==> src/core/hbc_pkg.sv <==
// Package: constants and types for the dual H-bridge control and protection block
package hbc_pkg;
  localparam int unsigned CLK_HZ = 50_000_000;
  localparam int unsigned OCP_QUAL_NS = 3000;
  localparam int unsigned OCP_QUAL_CYC = (OCP_QUAL_NS * (CLK_HZ / 1_000_000) + 999) / 1000;
  localparam int unsigned RETRY_US = 1000;
  localparam int unsigned RETRY_CYC = RETRY_US * (CLK_HZ / 1_000_000);
  localparam int unsigned CNT_W = 16;
  // Register map
  localparam logic [11:0] ADDR_CTRL = 12'h000;
  localparam logic [11:0] ADDR_STATUS = 12'h004;
  localparam logic [11:0] ADDR_IRQ_STAT = 12'h008;
  localparam logic [11:0] ADDR_IRQ_MASK = 12'h00C;
  localparam logic [31:0] CTRL_RST = 32'h0000_0000;
  localparam logic [3:0] MASK_RST = 4'h0;
  // Interrupt status bits
  localparam int unsigned IRQ_OCP0 = 0;
  localparam int unsigned IRQ_OCP1 = 1;
  localparam int unsigned IRQ_TSD = 2;
  localparam int unsigned IRQ_UNDERVOLTAGE_LOCKOUT = 3;
  // Output drive code per pin
  typedef enum logic [1:0] {
    HBC_HIZ,
    HBC_LOW,
    HBC_HIGH
  } hbc_drive_t;
  typedef enum logic [1:0] {
    HBC_RUN,
    HBC_QUAL,
    HBC_RETRY
  } hbc_ocp_state_t;
endpackage : hbc_pkg

==> src/core/hbc_top.sv <==
// Dual H-bridge decode, protection supervisor and APB status/interrupt registers
//
// Overview of operation
// - Mode pin low or floating selects direct inputs; high selects direction plus enable.
// - Direct mode: 00 coast, 01 a low b high, 10 a high b low, 11 brake.
// - Enable low brakes both low; enable high, direction 1 reverse, 0 forward.
// - Undriven control inputs read low through weak pull-downs.
// - Current limit held past qualification time disables all four bridge transistors.
// - High-side or low-side overcurrent both trigger the bridge shutdown.
// - Overcurrent-disabled bridge re-enables by itself after about 1 ms.
// - Over-temperature indication disables all bridge transistors.
// - Outputs resume on their own once over-temperature clears.
// - Undervoltage disables all outputs and returns the overcurrent supervisors to reset state.
// - Operation resumes when supply returns above the lockout threshold.
// - Supply removed enters low-power sleep, non-essential circuits off.
module hbc_top
  import hbc_pkg::*;
(
  // Clock and reset
  input wire logic pclk,
  input wire logic presetn,
  // APB slave
  input wire logic psel,
  input wire logic penable,
  input wire logic pwrite,
  input wire logic [11:0] paddr,
  input wire logic [31:0] pwdata,
  output logic [31:0] prdata,
  output logic pready,
  output logic pslverr,
  // Control pins (pads already resolved, pull-down gives low when undriven)
  input wire logic mode_select,
  input wire logic [1:0] bridge_input_a,
  input wire logic [1:0] bridge_input_b,
  // Analog fault flags, per bridge high-side and low-side limit
  input wire logic [1:0] hs_current_limit,
  input wire logic [1:0] ls_current_limit,
  input wire logic over_temp,
  input wire logic logic_supply_low,
  input wire logic logic_supply_off,
  // Bridge outputs: value and enable (enable low means driven)
  output logic [1:0] bridge_output_a,
  output logic [1:0] bridge_output_a_oe_n,
  output logic [1:0] bridge_output_b,
  output logic [1:0] bridge_output_b_oe_n,
  output logic sleep_active,
  output logic irq
);

  ////////////////////////////////////////////////////////////////////////////
  // Three-stage input synchronisers; a change counts when stages 2 and 3 agree
  localparam int unsigned NSYNC = 10;
  logic [NSYNC-1:0] raw;
  logic [NSYNC-1:0] s1_r, s2_r, s3_r, filt_r;
  logic [NSYNC-1:0] s1_nxt, s2_nxt, s3_nxt, filt_nxt;

  assign raw = {logic_supply_off, logic_supply_low, over_temp, ls_current_limit,
                hs_current_limit, bridge_input_b[1], bridge_input_a[1], mode_select};

  always_comb begin
    s1_nxt = raw;
    s2_nxt = s1_r;
    s3_nxt = s2_r;
    filt_nxt = filt_r;
    for (int i = 0; i < NSYNC; i++) begin
      if (s2_r[i] == s3_r[i]) begin
        filt_nxt[i] = s2_r[i];
      end
    end
  end

  always_ff @(posedge pclk or negedge presetn) begin
    if (!presetn) begin
      s1_r <= '0;
      s2_r <= '0;
      s3_r <= '0;
      filt_r <= '0;
    end else begin
      s1_r <= s1_nxt;
      s2_r <= s2_nxt;
      s3_r <= s3_nxt;
      filt_r <= filt_nxt;
    end
  end

  // Second synchroniser bank for the remaining bridge inputs
  logic [3:0] in_raw, i1_r, i2_r, i3_r, ifl_r, i1_nxt, i2_nxt, i3_nxt, ifl_nxt;
  assign in_raw = {bridge_input_b[0], bridge_input_a[0], 2'b00};
  always_comb begin
    i1_nxt = in_raw;
    i2_nxt = i1_r;
    i3_nxt = i2_r;
    ifl_nxt = ifl_r;
    for (int i = 0; i < 4; i++) begin
      if (i2_r[i] == i3_r[i]) begin
        ifl_nxt[i] = i2_r[i];
      end
    end
  end
  always_ff @(posedge pclk or negedge presetn) begin
    if (!presetn) begin
      i1_r <= '0;
      i2_r <= '0;
      i3_r <= '0;
      ifl_r <= '0;
    end else begin
      i1_r <= i1_nxt;
      i2_r <= i2_nxt;
      i3_r <= i3_nxt;
      ifl_r <= ifl_nxt;
    end
  end

  logic mode_q;
  logic [1:0] in_a_q, in_b_q, hs_q, ls_q;
  logic tsd_q, uv_q, off_q, lockout;
  assign mode_q = filt_r[0];
  assign in_a_q = {filt_r[1], ifl_r[2]};
  assign in_b_q = {filt_r[2], ifl_r[3]};
  assign hs_q = filt_r[4:3];
  assign ls_q = filt_r[6:5];
  assign tsd_q = filt_r[7];
  assign uv_q = filt_r[8];
  assign off_q = filt_r[9];
  assign lockout = uv_q | off_q;

  ////////////////////////////////////////////////////////////////////////////
  // Pin decode
  function automatic logic [3:0] decode(input logic mode, input logic ia, input logic ib);
    hbc_drive_t da, db;
    da = HBC_HIZ;
    db = HBC_HIZ;
    if (!mode) begin
      case ({ia, ib})
        2'b00: begin da = HBC_HIZ; db = HBC_HIZ; end
        2'b01: begin da = HBC_LOW; db = HBC_HIGH; end
        2'b10: begin da = HBC_HIGH; db = HBC_LOW; end
        default: begin da = HBC_LOW; db = HBC_LOW; end
      endcase
    end else if (!ia) begin
      da = HBC_LOW;
      db = HBC_LOW;
    end else if (ib) begin
      da = HBC_LOW;
      db = HBC_HIGH;
    end else begin
      da = HBC_HIGH;
      db = HBC_LOW;
    end
    return {da, db};
  endfunction : decode

  ////////////////////////////////////////////////////////////////////////////
  // Per-bridge overcurrent supervisor
  hbc_ocp_state_t ocp_st_r [2];
  hbc_ocp_state_t ocp_st_nxt [2];
  logic [CNT_W-1:0] ocp_cnt_r [2];
  logic [CNT_W-1:0] ocp_cnt_nxt [2];
  logic [1:0] ocp_trip;
  logic [1:0] ocp_off;

  for (genvar b = 0; b < 2; b++) begin : g_ocp
    logic limit;
    assign limit = hs_q[b] | ls_q[b];
    always_comb begin
      ocp_st_nxt[b] = ocp_st_r[b];
      ocp_cnt_nxt[b] = ocp_cnt_r[b];
      ocp_trip[b] = 1'b0;
      case (ocp_st_r[b])
        HBC_RUN: begin
          ocp_cnt_nxt[b] = '0;
          if (limit) begin
            ocp_st_nxt[b] = HBC_QUAL;
          end
        end
        HBC_QUAL: begin
          if (!limit) begin
            ocp_st_nxt[b] = HBC_RUN;
            ocp_cnt_nxt[b] = '0;
          end else if (ocp_cnt_r[b] >= CNT_W'(OCP_QUAL_CYC - 1)) begin
            ocp_st_nxt[b] = HBC_RETRY;
            ocp_cnt_nxt[b] = '0;
            ocp_trip[b] = 1'b1;
          end else begin
            ocp_cnt_nxt[b] = ocp_cnt_r[b] + CNT_W'(1);
          end
        end
        HBC_RETRY: begin
          if (ocp_cnt_r[b] >= CNT_W'(RETRY_CYC - 1)) begin
            ocp_st_nxt[b] = HBC_RUN;
            ocp_cnt_nxt[b] = '0;
          end else begin
            ocp_cnt_nxt[b] = ocp_cnt_r[b] + CNT_W'(1);
          end
        end
        default: begin
          ocp_st_nxt[b] = HBC_RUN;
          ocp_cnt_nxt[b] = '0;
        end
      endcase
      if (lockout) begin
        ocp_st_nxt[b] = HBC_RUN;
        ocp_cnt_nxt[b] = '0;
        ocp_trip[b] = 1'b0;
      end
    end
    always_ff @(posedge pclk or negedge presetn) begin
      if (!presetn) begin
        ocp_st_r[b] <= HBC_RUN;
        ocp_cnt_r[b] <= '0;
      end else begin
        ocp_st_r[b] <= ocp_st_nxt[b];
        ocp_cnt_r[b] <= ocp_cnt_nxt[b];
      end
    end
    assign ocp_off[b] = (ocp_st_r[b] == HBC_RETRY);
  end

  ////////////////////////////////////////////////////////////////////////////
  // Output drive registers
  logic [1:0] oa_r, ob_r, oa_oen_r, ob_oen_r, oa_nxt, ob_nxt, oa_oen_nxt, ob_oen_nxt;
  logic [1:0] soft_dis;
  logic [31:0] ctrl_r, ctrl_nxt;
  assign soft_dis = ctrl_r[1:0];

  always_comb begin
    logic [3:0] d;
    d = '0;
    for (int b = 0; b < 2; b++) begin
      d = decode(mode_q, in_a_q[b], in_b_q[b]);
      oa_nxt[b] = (hbc_drive_t'(d[3:2]) == HBC_HIGH);
      ob_nxt[b] = (hbc_drive_t'(d[1:0]) == HBC_HIGH);
      oa_oen_nxt[b] = (hbc_drive_t'(d[3:2]) == HBC_HIZ);
      ob_oen_nxt[b] = (hbc_drive_t'(d[1:0]) == HBC_HIZ);
      if (ocp_off[b] || tsd_q || lockout || soft_dis[b]) begin
        oa_nxt[b] = 1'b0;
        ob_nxt[b] = 1'b0;
        oa_oen_nxt[b] = 1'b1;
        ob_oen_nxt[b] = 1'b1;
      end
    end
  end

  always_ff @(posedge pclk or negedge presetn) begin
    if (!presetn) begin
      oa_r <= '0;
      ob_r <= '0;
      oa_oen_r <= '1;
      ob_oen_r <= '1;
    end else begin
      oa_r <= oa_nxt;
      ob_r <= ob_nxt;
      oa_oen_r <= oa_oen_nxt;
      ob_oen_r <= ob_oen_nxt;
    end
  end

  assign bridge_output_a = oa_r;
  assign bridge_output_b = ob_r;
  assign bridge_output_a_oe_n = oa_oen_r;
  assign bridge_output_b_oe_n = ob_oen_r;
  assign sleep_active = off_q;

  ////////////////////////////////////////////////////////////////////////////
  // APB registers and interrupt
  logic [3:0] ist_r, ist_nxt, imask_r, imask_nxt;
  logic [31:0] rdata_r, rdata_nxt;
  logic tsd_d_r, uv_d_r, tsd_d_nxt, uv_d_nxt;
  logic wr, rd;
  logic [3:0] ev;
  assign wr = psel & penable & pwrite;
  assign rd = psel & ~penable & ~pwrite;
  assign ev = {uv_q & ~uv_d_r, tsd_q & ~tsd_d_r, ocp_trip};

  always_comb begin
    ctrl_nxt = ctrl_r;
    imask_nxt = imask_r;
    ist_nxt = ist_r;
    rdata_nxt = rdata_r;
    tsd_d_nxt = tsd_q;
    uv_d_nxt = uv_q;
    if (wr && paddr == ADDR_CTRL) begin
      ctrl_nxt = {30'h0000_0000, pwdata[1:0]};
    end
    if (wr && paddr == ADDR_IRQ_MASK) begin
      imask_nxt = pwdata[3:0];
    end
    if (wr && paddr == ADDR_IRQ_STAT) begin
      ist_nxt = ist_r & ~pwdata[3:0];
    end
    ist_nxt = ist_nxt | ev;
    if (rd) begin
      case (paddr)
        ADDR_CTRL: rdata_nxt = ctrl_r;
        ADDR_STATUS: rdata_nxt = {23'h000000, off_q, uv_q, tsd_q, ocp_off, mode_q,
                                  2'b00, 1'b0};
        ADDR_IRQ_STAT: rdata_nxt = {28'h0000000, ist_r};
        ADDR_IRQ_MASK: rdata_nxt = {28'h0000000, imask_r};
        default: rdata_nxt = 32'h0000_0000;
      endcase
    end
  end

  always_ff @(posedge pclk or negedge presetn) begin
    if (!presetn) begin
      ctrl_r <= CTRL_RST;
      imask_r <= MASK_RST;
      ist_r <= 4'h0;
      rdata_r <= 32'h0000_0000;
      tsd_d_r <= 1'b0;
      uv_d_r <= 1'b0;
    end else begin
      ctrl_r <= ctrl_nxt;
      imask_r <= imask_nxt;
      ist_r <= ist_nxt;
      rdata_r <= rdata_nxt;
      tsd_d_r <= tsd_d_nxt;
      uv_d_r <= uv_d_nxt;
    end
  end

  assign prdata = rdata_r;
  assign pready = 1'b1;
  assign pslverr = psel & penable & (paddr != ADDR_CTRL) & (paddr != ADDR_STATUS) &
                   (paddr != ADDR_IRQ_STAT) & (paddr != ADDR_IRQ_MASK);
  assign irq = |(ist_r & imask_r);

endmodule : hbc_top

==> config.mk <==
export PLATFORM = sky130hd
export DESIGN_NAME = hbc_top
export DESIGN_NICKNAME = d
export VERILOG_FILES = /design/src/core/hbc_pkg.sv /design/src/core/hbc_top.sv
export SDC_FILE = /design/constraint.sdc
export NUM_CORES = 1
export LEC_CHECK = 0
export BUFFER_PORTS_ARGS = -buffer_cell sky130_fd_sc_hd__buf_2
export CORE_MARGIN = 1
export CORE_UTILIZATION = 54
export DETAILED_ROUTE_END_ITERATION = 10
export PLACE_DENSITY = 0.82
export SETUP_SLACK_MARGIN = 0.2
export SLEW_MARGIN = 20
export SYNTH_ARGS = -nofsm -noshare
export SYNTH_HDL_FRONTEND = slang
export SYNTH_SLANG_ARGS = --single-unit
==> constraint.sdc <==
create_clock -name pclk -period 2.4 [get_ports pclk]
set_clock_uncertainty 0.1 [all_clocks]
set_input_delay 0.36 -clock pclk [delete_from_list [all_inputs] [get_ports pclk]]
set_output_delay 0.36 -clock pclk [all_outputs]
set_load 0.03 [all_outputs]
==> results of run 1 <==
## flip-flops by register name (all words and copies together), names as in the netlist
register and cells:
bridge_output_a 2, filt_r 10, s2_r 10, s3_r 10, s1_r 10, bridge_output_b_oe_n 2
ifl_r 2, uv_d_r 1, ist_r 4, i1_r 2, i3_r 2, imask_r 4
ctrl_r 2, prdata 9, ocp_st_r 4, ocp_cnt_r 32, bridge_output_b 2, i2_r 2
tsd_d_r 1, bridge_output_a_oe_n 2
## final cells by class
type | instances | share of cell area (%)
Sequential cell | 113 | 47.5
Inverter | 15 | 0.943
Multi-Input combinational cell | 277 | 31.5
Timing Repair Buffer | 71 | 7.84
Clock inverter | 14 | 3.02
Clock buffer | 18 | 7.00
Tap cell | 108 | 2.26
## cells by family after synthesis
family,count (synthesis),synth area share [%]
AO/OA/AOI/OAI,42,7.85
XOR/XNOR,28,5.00
adder cells (fa/ha/maj),25,5.76
buffers and inverters,46,5.69
flip-flops,113,57.7
multiplexers,10,2.29
other,2,0.153
AND/OR/NAND/NOR,148,15.5
## power by group through the flow
stage                     Sequential (W)  Combinational, W  Clock, W
final                            0.00203          0.000299   0.00252
after floorplan                  0.00206          0.000185         0
after detailed placement         0.00206          0.000276         0
after global routing             0.00204          0.000326   0.00264
after global placement           0.00205          0.000264         0
after CTS                        0.00203          0.000298   0.00256
## worst max-delay path, stage by stage, from the launching register on
cell,delay [ns]
dfrtp_1,0.43
ha_1,0.22
nand2b_4,0.14
a2111oi_4,0.39
o2111a_2,0.31
o211ai_4,0.19
nor2_1,0.18
## how the worst max path moves through the flow
stage,endpoint,slack (ns),startpoint
floorplan,ocp_cnt_r[10],0.49,ocp_cnt_r[0]
global placement,ocp_cnt_r[28],0.35,ocp_cnt_r[16]
detailed placement,imask_r[2],0.26,paddr[7]
CTS,ocp_cnt_r[22],0.28,ocp_cnt_r[16]
global route,ocp_cnt_r[8],0.23,ocp_cnt_r[10]
finish,ocp_cnt_r[8],0.36,ocp_cnt_r[0]
## placed cells by master (no fill, tap or decap), drive strengths merged, types with 3 or more instances in the layout
cell type,netlist,layout
dfrtp,109,109
buf,27,56
nor2,48,48
nand2,35,35
conb,2,24
inv,15,19
nand3,18,18
clkbuf,4,18
xnor2,15,15
dlygate4sd3,0,15
xor2,13,13
ha,13,13
maj3,12,12
mux2,10,10
o31ai,9,9
nor3,8,8
and3,7,7
nor4,6,6
o21ai,6,6
nor2b,5,5
clkinvlp,0,5
o211ai,5,5
and4,4,4
a22oi,4,4
a31oi,4,4
dfstp,4,4
nand2b,4,4
nand4,3,3
a22o,3,3
bufinv,0,3
nor4b,3,3
## what timing repair did
item / 4_1_cts / 5_1_grt
setup buffers: 0 / 1
endpoints found under the hold margin: 123 / 0
endpoints found under the setup margin: 0 / 15
hold buffers: 15 / 0
gates resized for setup: 0 / 1
## per-stage QoR
| stage | util (%) | hold slack, ns | instance area (um2) |
|---|---|---|---|
| 6_report | 68.1 | 0.0305 | 5970 |
| 5_1_grt | 68.1 | 0.0156 | 5970 |
| 4_1_cts | 67.9 | 0.00487 | 5950 |
| 3_5_place_dp | 59.3 | 0.235 | 5200 |
| 3_3_place_gp | 59.3 | 0.231 | 5200 |
| 2_1_floorplan | - | -0.0356 | 4990 |
## layer usage
layer	share of wire (%)	up-vias	track usage (%)
met5	0	-	0
met4	2.9	0	10.9
met3	4.0	26	5.83
met2	49	96	35.2
met1	44	1581	25.7
li1	-	1540	-
==> results.cfg, run 1 <==
[outcome]
status = completed

[worst_setup_path]
cp_max_fo = 16
required_ns = 2.74
end_kind = register
rr_endpoint = ocp_cnt_r[8]
crit_arrival_ns = 2.38
start_kind = register
timing.rr.start = ocp_cnt_r[0]
r2r_cells = 6
r2r_setup_slack_ns = 0.36
criticalPathCategory = register to register

[power_and_ir_drop]
vdd_drop_max_mv = 0.425
p_sw_share_pct = 24.1
power_frac_seq_pct = 41.8
power_frac_clock_pct = 52.0
p_leak_nw = 2.68
powerDensity_nw_per_um2 = 812
p_sw_w = 0.00117
internal_power_w = 0.00368
p_comb_share_pct = 6.2
p_total_w = 0.00485

[hold_path]
min-delay-start = pwdata[0]
hold_depth = 2
worstHoldEndpoint = imask_r[0]
hp-class = input pin to register

[floorplanning]
initial_core_util_pct = 56.0
die_w_um = 97.3
dieArea_um2 = 9470
fp.coreArea_um2 = 8760
io_pins = 105
die_h_um = 97.3
num_rows = 34

[drt]
drc = 0
via_per_inst = 5.26
drtIter0Drc = 225
postRouteAntennaNets = 0
firstDrtPassIters = 4
vias = 3243
avgRoutedWirePerCell_um = 14.9
totalWireLength_um = 9180

[cells_and_area]
nets = 569
drive_above_1_share_pct = 24.0
antenna_cells = 0
multi_input_area_um2 = 1880
final_cell_count_no_fill = 616
ff_latch_area_um2 = 2830
nFillCells = 573
syn_to_final_growth_pct = 21.6

[clocking]
clk_latency_ns = 0.52
clk_pin_slew_worst_paths_ns = 0.06
ctsHtreeMaxLevel = 4
cts_max_path_buffers = 2
numCtsBuffers = 17
cts-root-buf = clkbuf_8
cts_num_sinks = 113
cts_tree = yes

[timing]
period_needed_ns = 2.04
slew_headroom_pct = 53.2
finalHoldViolCount = 0
fin_ws_ns = 0.365
setup_viol = 0
max_freq_ghz = 0.491
tightest_slew_ns = 0.701
min_period_over_period_pct = 84.8
grt_setup_unrepaired = false
slew_violations = 0
tns_ns = 0

[global_route]
grt_pass1_vias = 3301
grt_max_degree = 114
grt_usage_pct = 21.3
grt_pass1_wl_um = 15700
globalRoute.totalOverflow = 0
antenna_found_initial = 0

[yosys]
synthDistinctLibCells = 55
synth_top_cell_by_area = dfrtp_1
synth-edff-count = 0
yosysMostFrequentCell = dfrtp_1
netlist_area_um2 = 4910
syn_avg_cell_area_um2 = 11.9
yosys-top-cells-area = dfrtp_1 (56%), buf_4 (3.7%), nor2_1 (3.4%)
synth_top_area_share_pct = 55.6
yosys-top-cells-count = dfrtp_1 (109), nor2_1 (45), nand2_1 (35), buf_4 (24), nand3_1 (17)
synth_flop_cell = dfrtp_1
yosysWarnings = 0
async_flop_share_pct = 100
ys_ff_latch = 113
syn_inst = 414
seq_area_frac_synth_pct = 57.7

[placed_design]
gp_congestion = 0.810
portBuffers = 52
dp_slack_ns = 0.259
place_inst = 568
dp_hpwl_um = 5740

[flow_run]
maxCapViolations = 0
Power figures use the tool's default switching activity.
==> run 2, diff against run 1 <==
--- a/config.mk
+++ b/config.mk
@@ -7,9 +7,9 @@
 export LEC_CHECK = 0
 export BUFFER_PORTS_ARGS = -buffer_cell sky130_fd_sc_hd__buf_2
 export CORE_MARGIN = 1
-export CORE_UTILIZATION = 54
+export CORE_UTILIZATION = 49
 export DETAILED_ROUTE_END_ITERATION = 10
-export PLACE_DENSITY = 0.82
+export PLACE_DENSITY = 0.79
 export SETUP_SLACK_MARGIN = 0.2
 export SLEW_MARGIN = 20
 export SYNTH_ARGS = -nofsm -noshare
==> constraint.sdc (replaced) <==
create_clock -name pclk -period 1.69 [get_ports pclk]
set_clock_uncertainty 0.1 [all_clocks]
set_input_delay 0.2535 -clock pclk [delete_from_list [all_inputs] [get_ports pclk]]
set_output_delay 0.2535 -clock pclk [all_outputs]
set_load 0.03 [all_outputs]
==> run 2 against run 1 <==
Hold slack improved by 0.010 ns. Critical path depth grew 2. Highest routed layer unchanged. Via count up 11%. The run now ends with setup timing left. Clock power is 33% higher. Non-clock buffer count up 53. First-iteration DRC count shrank 18%. Largest cell class unchanged. Sequential power increased by 42%.
==> results.cfg, run 2 (synthesis results as in run 1) <==
[outcome]
status = complete, but fails checks
violations = setup timing

[global_route]
grt_pass1_vias = 3699
antenna_found_initial = 0
grt_pass1_wl_um = 17700
globalRoute.totalOverflow = 0
grt_max_degree = 68
grt_usage_pct = 22.5

[timing]
min_period_over_period_pct = 115
max_freq_ghz = 0.512
slew_violations = 0
finalHoldViolCount = 0
tightest_slew_ns = 0.522
grt_setup_unrepaired = true
setup_viol = 39
fin_ws_ns = -0.262
period_needed_ns = 1.95
slew_headroom_pct = 64.9

[drt]
drtIter0Drc = 184
avgRoutedWirePerCell_um = 16.2
topRoutingLayerUsed = met4
dr_wl_met3_um = 635
wl_met2_um = 5940
via_per_inst = 5.19
vias = 3604
drc = 0
postRouteAntennaNets = 0
firstDrtPassIters = 5
met1_length_um = 4440
totalWireLength_um = 11200

[power_and_ir_drop]
powerDensity_nw_per_um2 = 1010
p_total_w = 0.00679
p_leak_nw = 3.03
vdd_drop_max_mv = 0.627

[cells_and_area]
mostFrequentLayoutCell = dfrtp_1
multi_input_area_um2 = 2130
ff_latch_area_um2 = 2840
nets = 622
drive_above_1_share_pct = 36.9
post-route-util_pct = 69.3
top_register = ocp_cnt_r
syn_to_final_growth_pct = 37.5
largest_register_ffs = 32
final_area_um2 = 6750
antenna_cells = 0
final_cell_mix = dfrtp_1 (106), buf_4 (46), buf_2 (40)
nFillCells = 621

[worst_setup_path]
r2r_setup_slack_ns = -0.26
start_kind = register
path_delay_family = compound AO/OA/AOI/OAI gates
criticalPathCategory = register to register
crit_buf_inv = 2
end_kind = register
cp_max_fo = 16
rr_endpoint = ocp_cnt_r[13]
slowest_delay_ns = 0.38
required_ns = 2.01
crit_arrival_ns = 2.27
slowest_stage = dfrtp_1
timing.rr.start = ocp_cnt_r[1]
crit_chain = inv_2 > ha_2 > nand2b_4 > a2111oi_4 > o2111a_2 > o211ai_4 > buf_12 > nor2_1
r2r_cells = 8

[clocking]
cts_tree = yes
cts-root-buf = clkbuf_8
cts_num_sinks = 113
cts_max_path_buffers = 2
numCtsBuffers = 17
clk_pin_slew_worst_paths_ns = 0.06
clk_latency_ns = 0.50
ctsHtreeMaxLevel = 4

[floorplanning]
die_h_um = 102
num_rows = 36
die_w_um = 102
dieArea_um2 = 10400
initial_core_util_pct = 50.4
io_pins = 105
fp.coreArea_um2 = 9730

[flow_run]
maxCapViolations = 0

[hold_path]
hp-class = input pin to asynchronous set/reset pin

[placed_design]
dp_hpwl_um = 6490
gp_congestion = 0.808
place_area_um2 = 5630
portBuffers = 52
==> run 2: cell types whose count changed in the layout (fill, tap and decap cells not counted), moves of 7 or more <==
cell / before / now
buf_6: 0 / 16
ha_1: 13 / 6
nor2_1: 45 / 36
nor2_2: 3 / 10
buf_2: 51 / 40
buf_4: 3 / 46
==> run 2: layout make-up <==
class / instances / share of cell area [%]
Timing Repair Buffer: 124 / 14.6
Multi-Input combinational cell: 277 / 31.5
Clock buffer: 22 / 6.86
Sequential cell: 113 / 42.0
Inverter: 15 / 0.835
Clock inverter: 10 / 1.63
Tap cell: 133 / 2.47
==> run 2: worst register-to-register path, stage by stage, from the launching register on <==
cell	delay [ns]
dfrtp_1	0.38
inv_2	0.06
ha_2	0.17
nand2b_4	0.14
a2111oi_4	0.37
o2111a_2	0.28
o211ai_4	0.09
buf_12	0.16
nor2_1	0.13
==> run 2: what timing repair did <==
| action | CTS | global route |
|---|---|---|
| setup endpoints to repair | 53 | 53 |
| hold buffers | 18 | 0 |
| pin swaps | 14 | 9 |
| resized for setup | 36 | 20 |
| buffers inserted | 8 | 9 |
| hold endpoints to repair | 136 | 0 |
==> run 2: worst max path at each step <==
stage                            start             to  slack (ns)  cells after the start
after floorplan           ocp_cnt_r[1]   ocp_cnt_r[0]       -0.08                      8
after global placement    ocp_cnt_r[0]   ocp_cnt_r[0]       -0.14                      7
after detailed placement  ocp_cnt_r[0]   ocp_cnt_r[5]       -0.24                      7
after CTS                 ocp_cnt_r[0]   ocp_cnt_r[0]       -0.19                      7
after global routing      ocp_cnt_r[1]  ocp_cnt_r[13]       -0.31                      8
final                     ocp_cnt_r[1]  ocp_cnt_r[13]       -0.26                      8
==> run 2: layer usage <==
metal | global-route usage [%] | vias to the layer above
li1 | - | 1647
met1 | 26.4 | 1773
met2 | 38.0 | 157
met3 | 6.63 | 27
met4 | 11.0 | 0
met5 | 0 | -
==> run 2: through the flow <==
| stage | setup WS [ns] | std cells | hold slack [ns] | setup TNS [ns] |
|---|---|---|---|---|
| global route | -0.314 | 694 | 0.0332 | -9.45 |
| global placement | -0.143 | 627 | 0.00670 | -3.15 |
| detailed placement | -0.245 | 627 | 0.00646 | -5.58 |
| finish | -0.262 | 694 | 0.0406 | -6.81 |
| CTS | -0.190 | 685 | 0.0318 | -4.53 |
| floorplan | -0.0808 | 436 | -0.142 | -1.16 |
==> run 2: report_power, final <==
group	internal (W)	total [W]	leakage, nW	switching, W
clock	0.00220	0.00336	0.273	0.00116
sequential	0.00281	0.00289	1.43	0.0000733
combinational	0.000222	0.000540	1.32	0.000318
total	0.00523	0.00679	3.03	0.00155
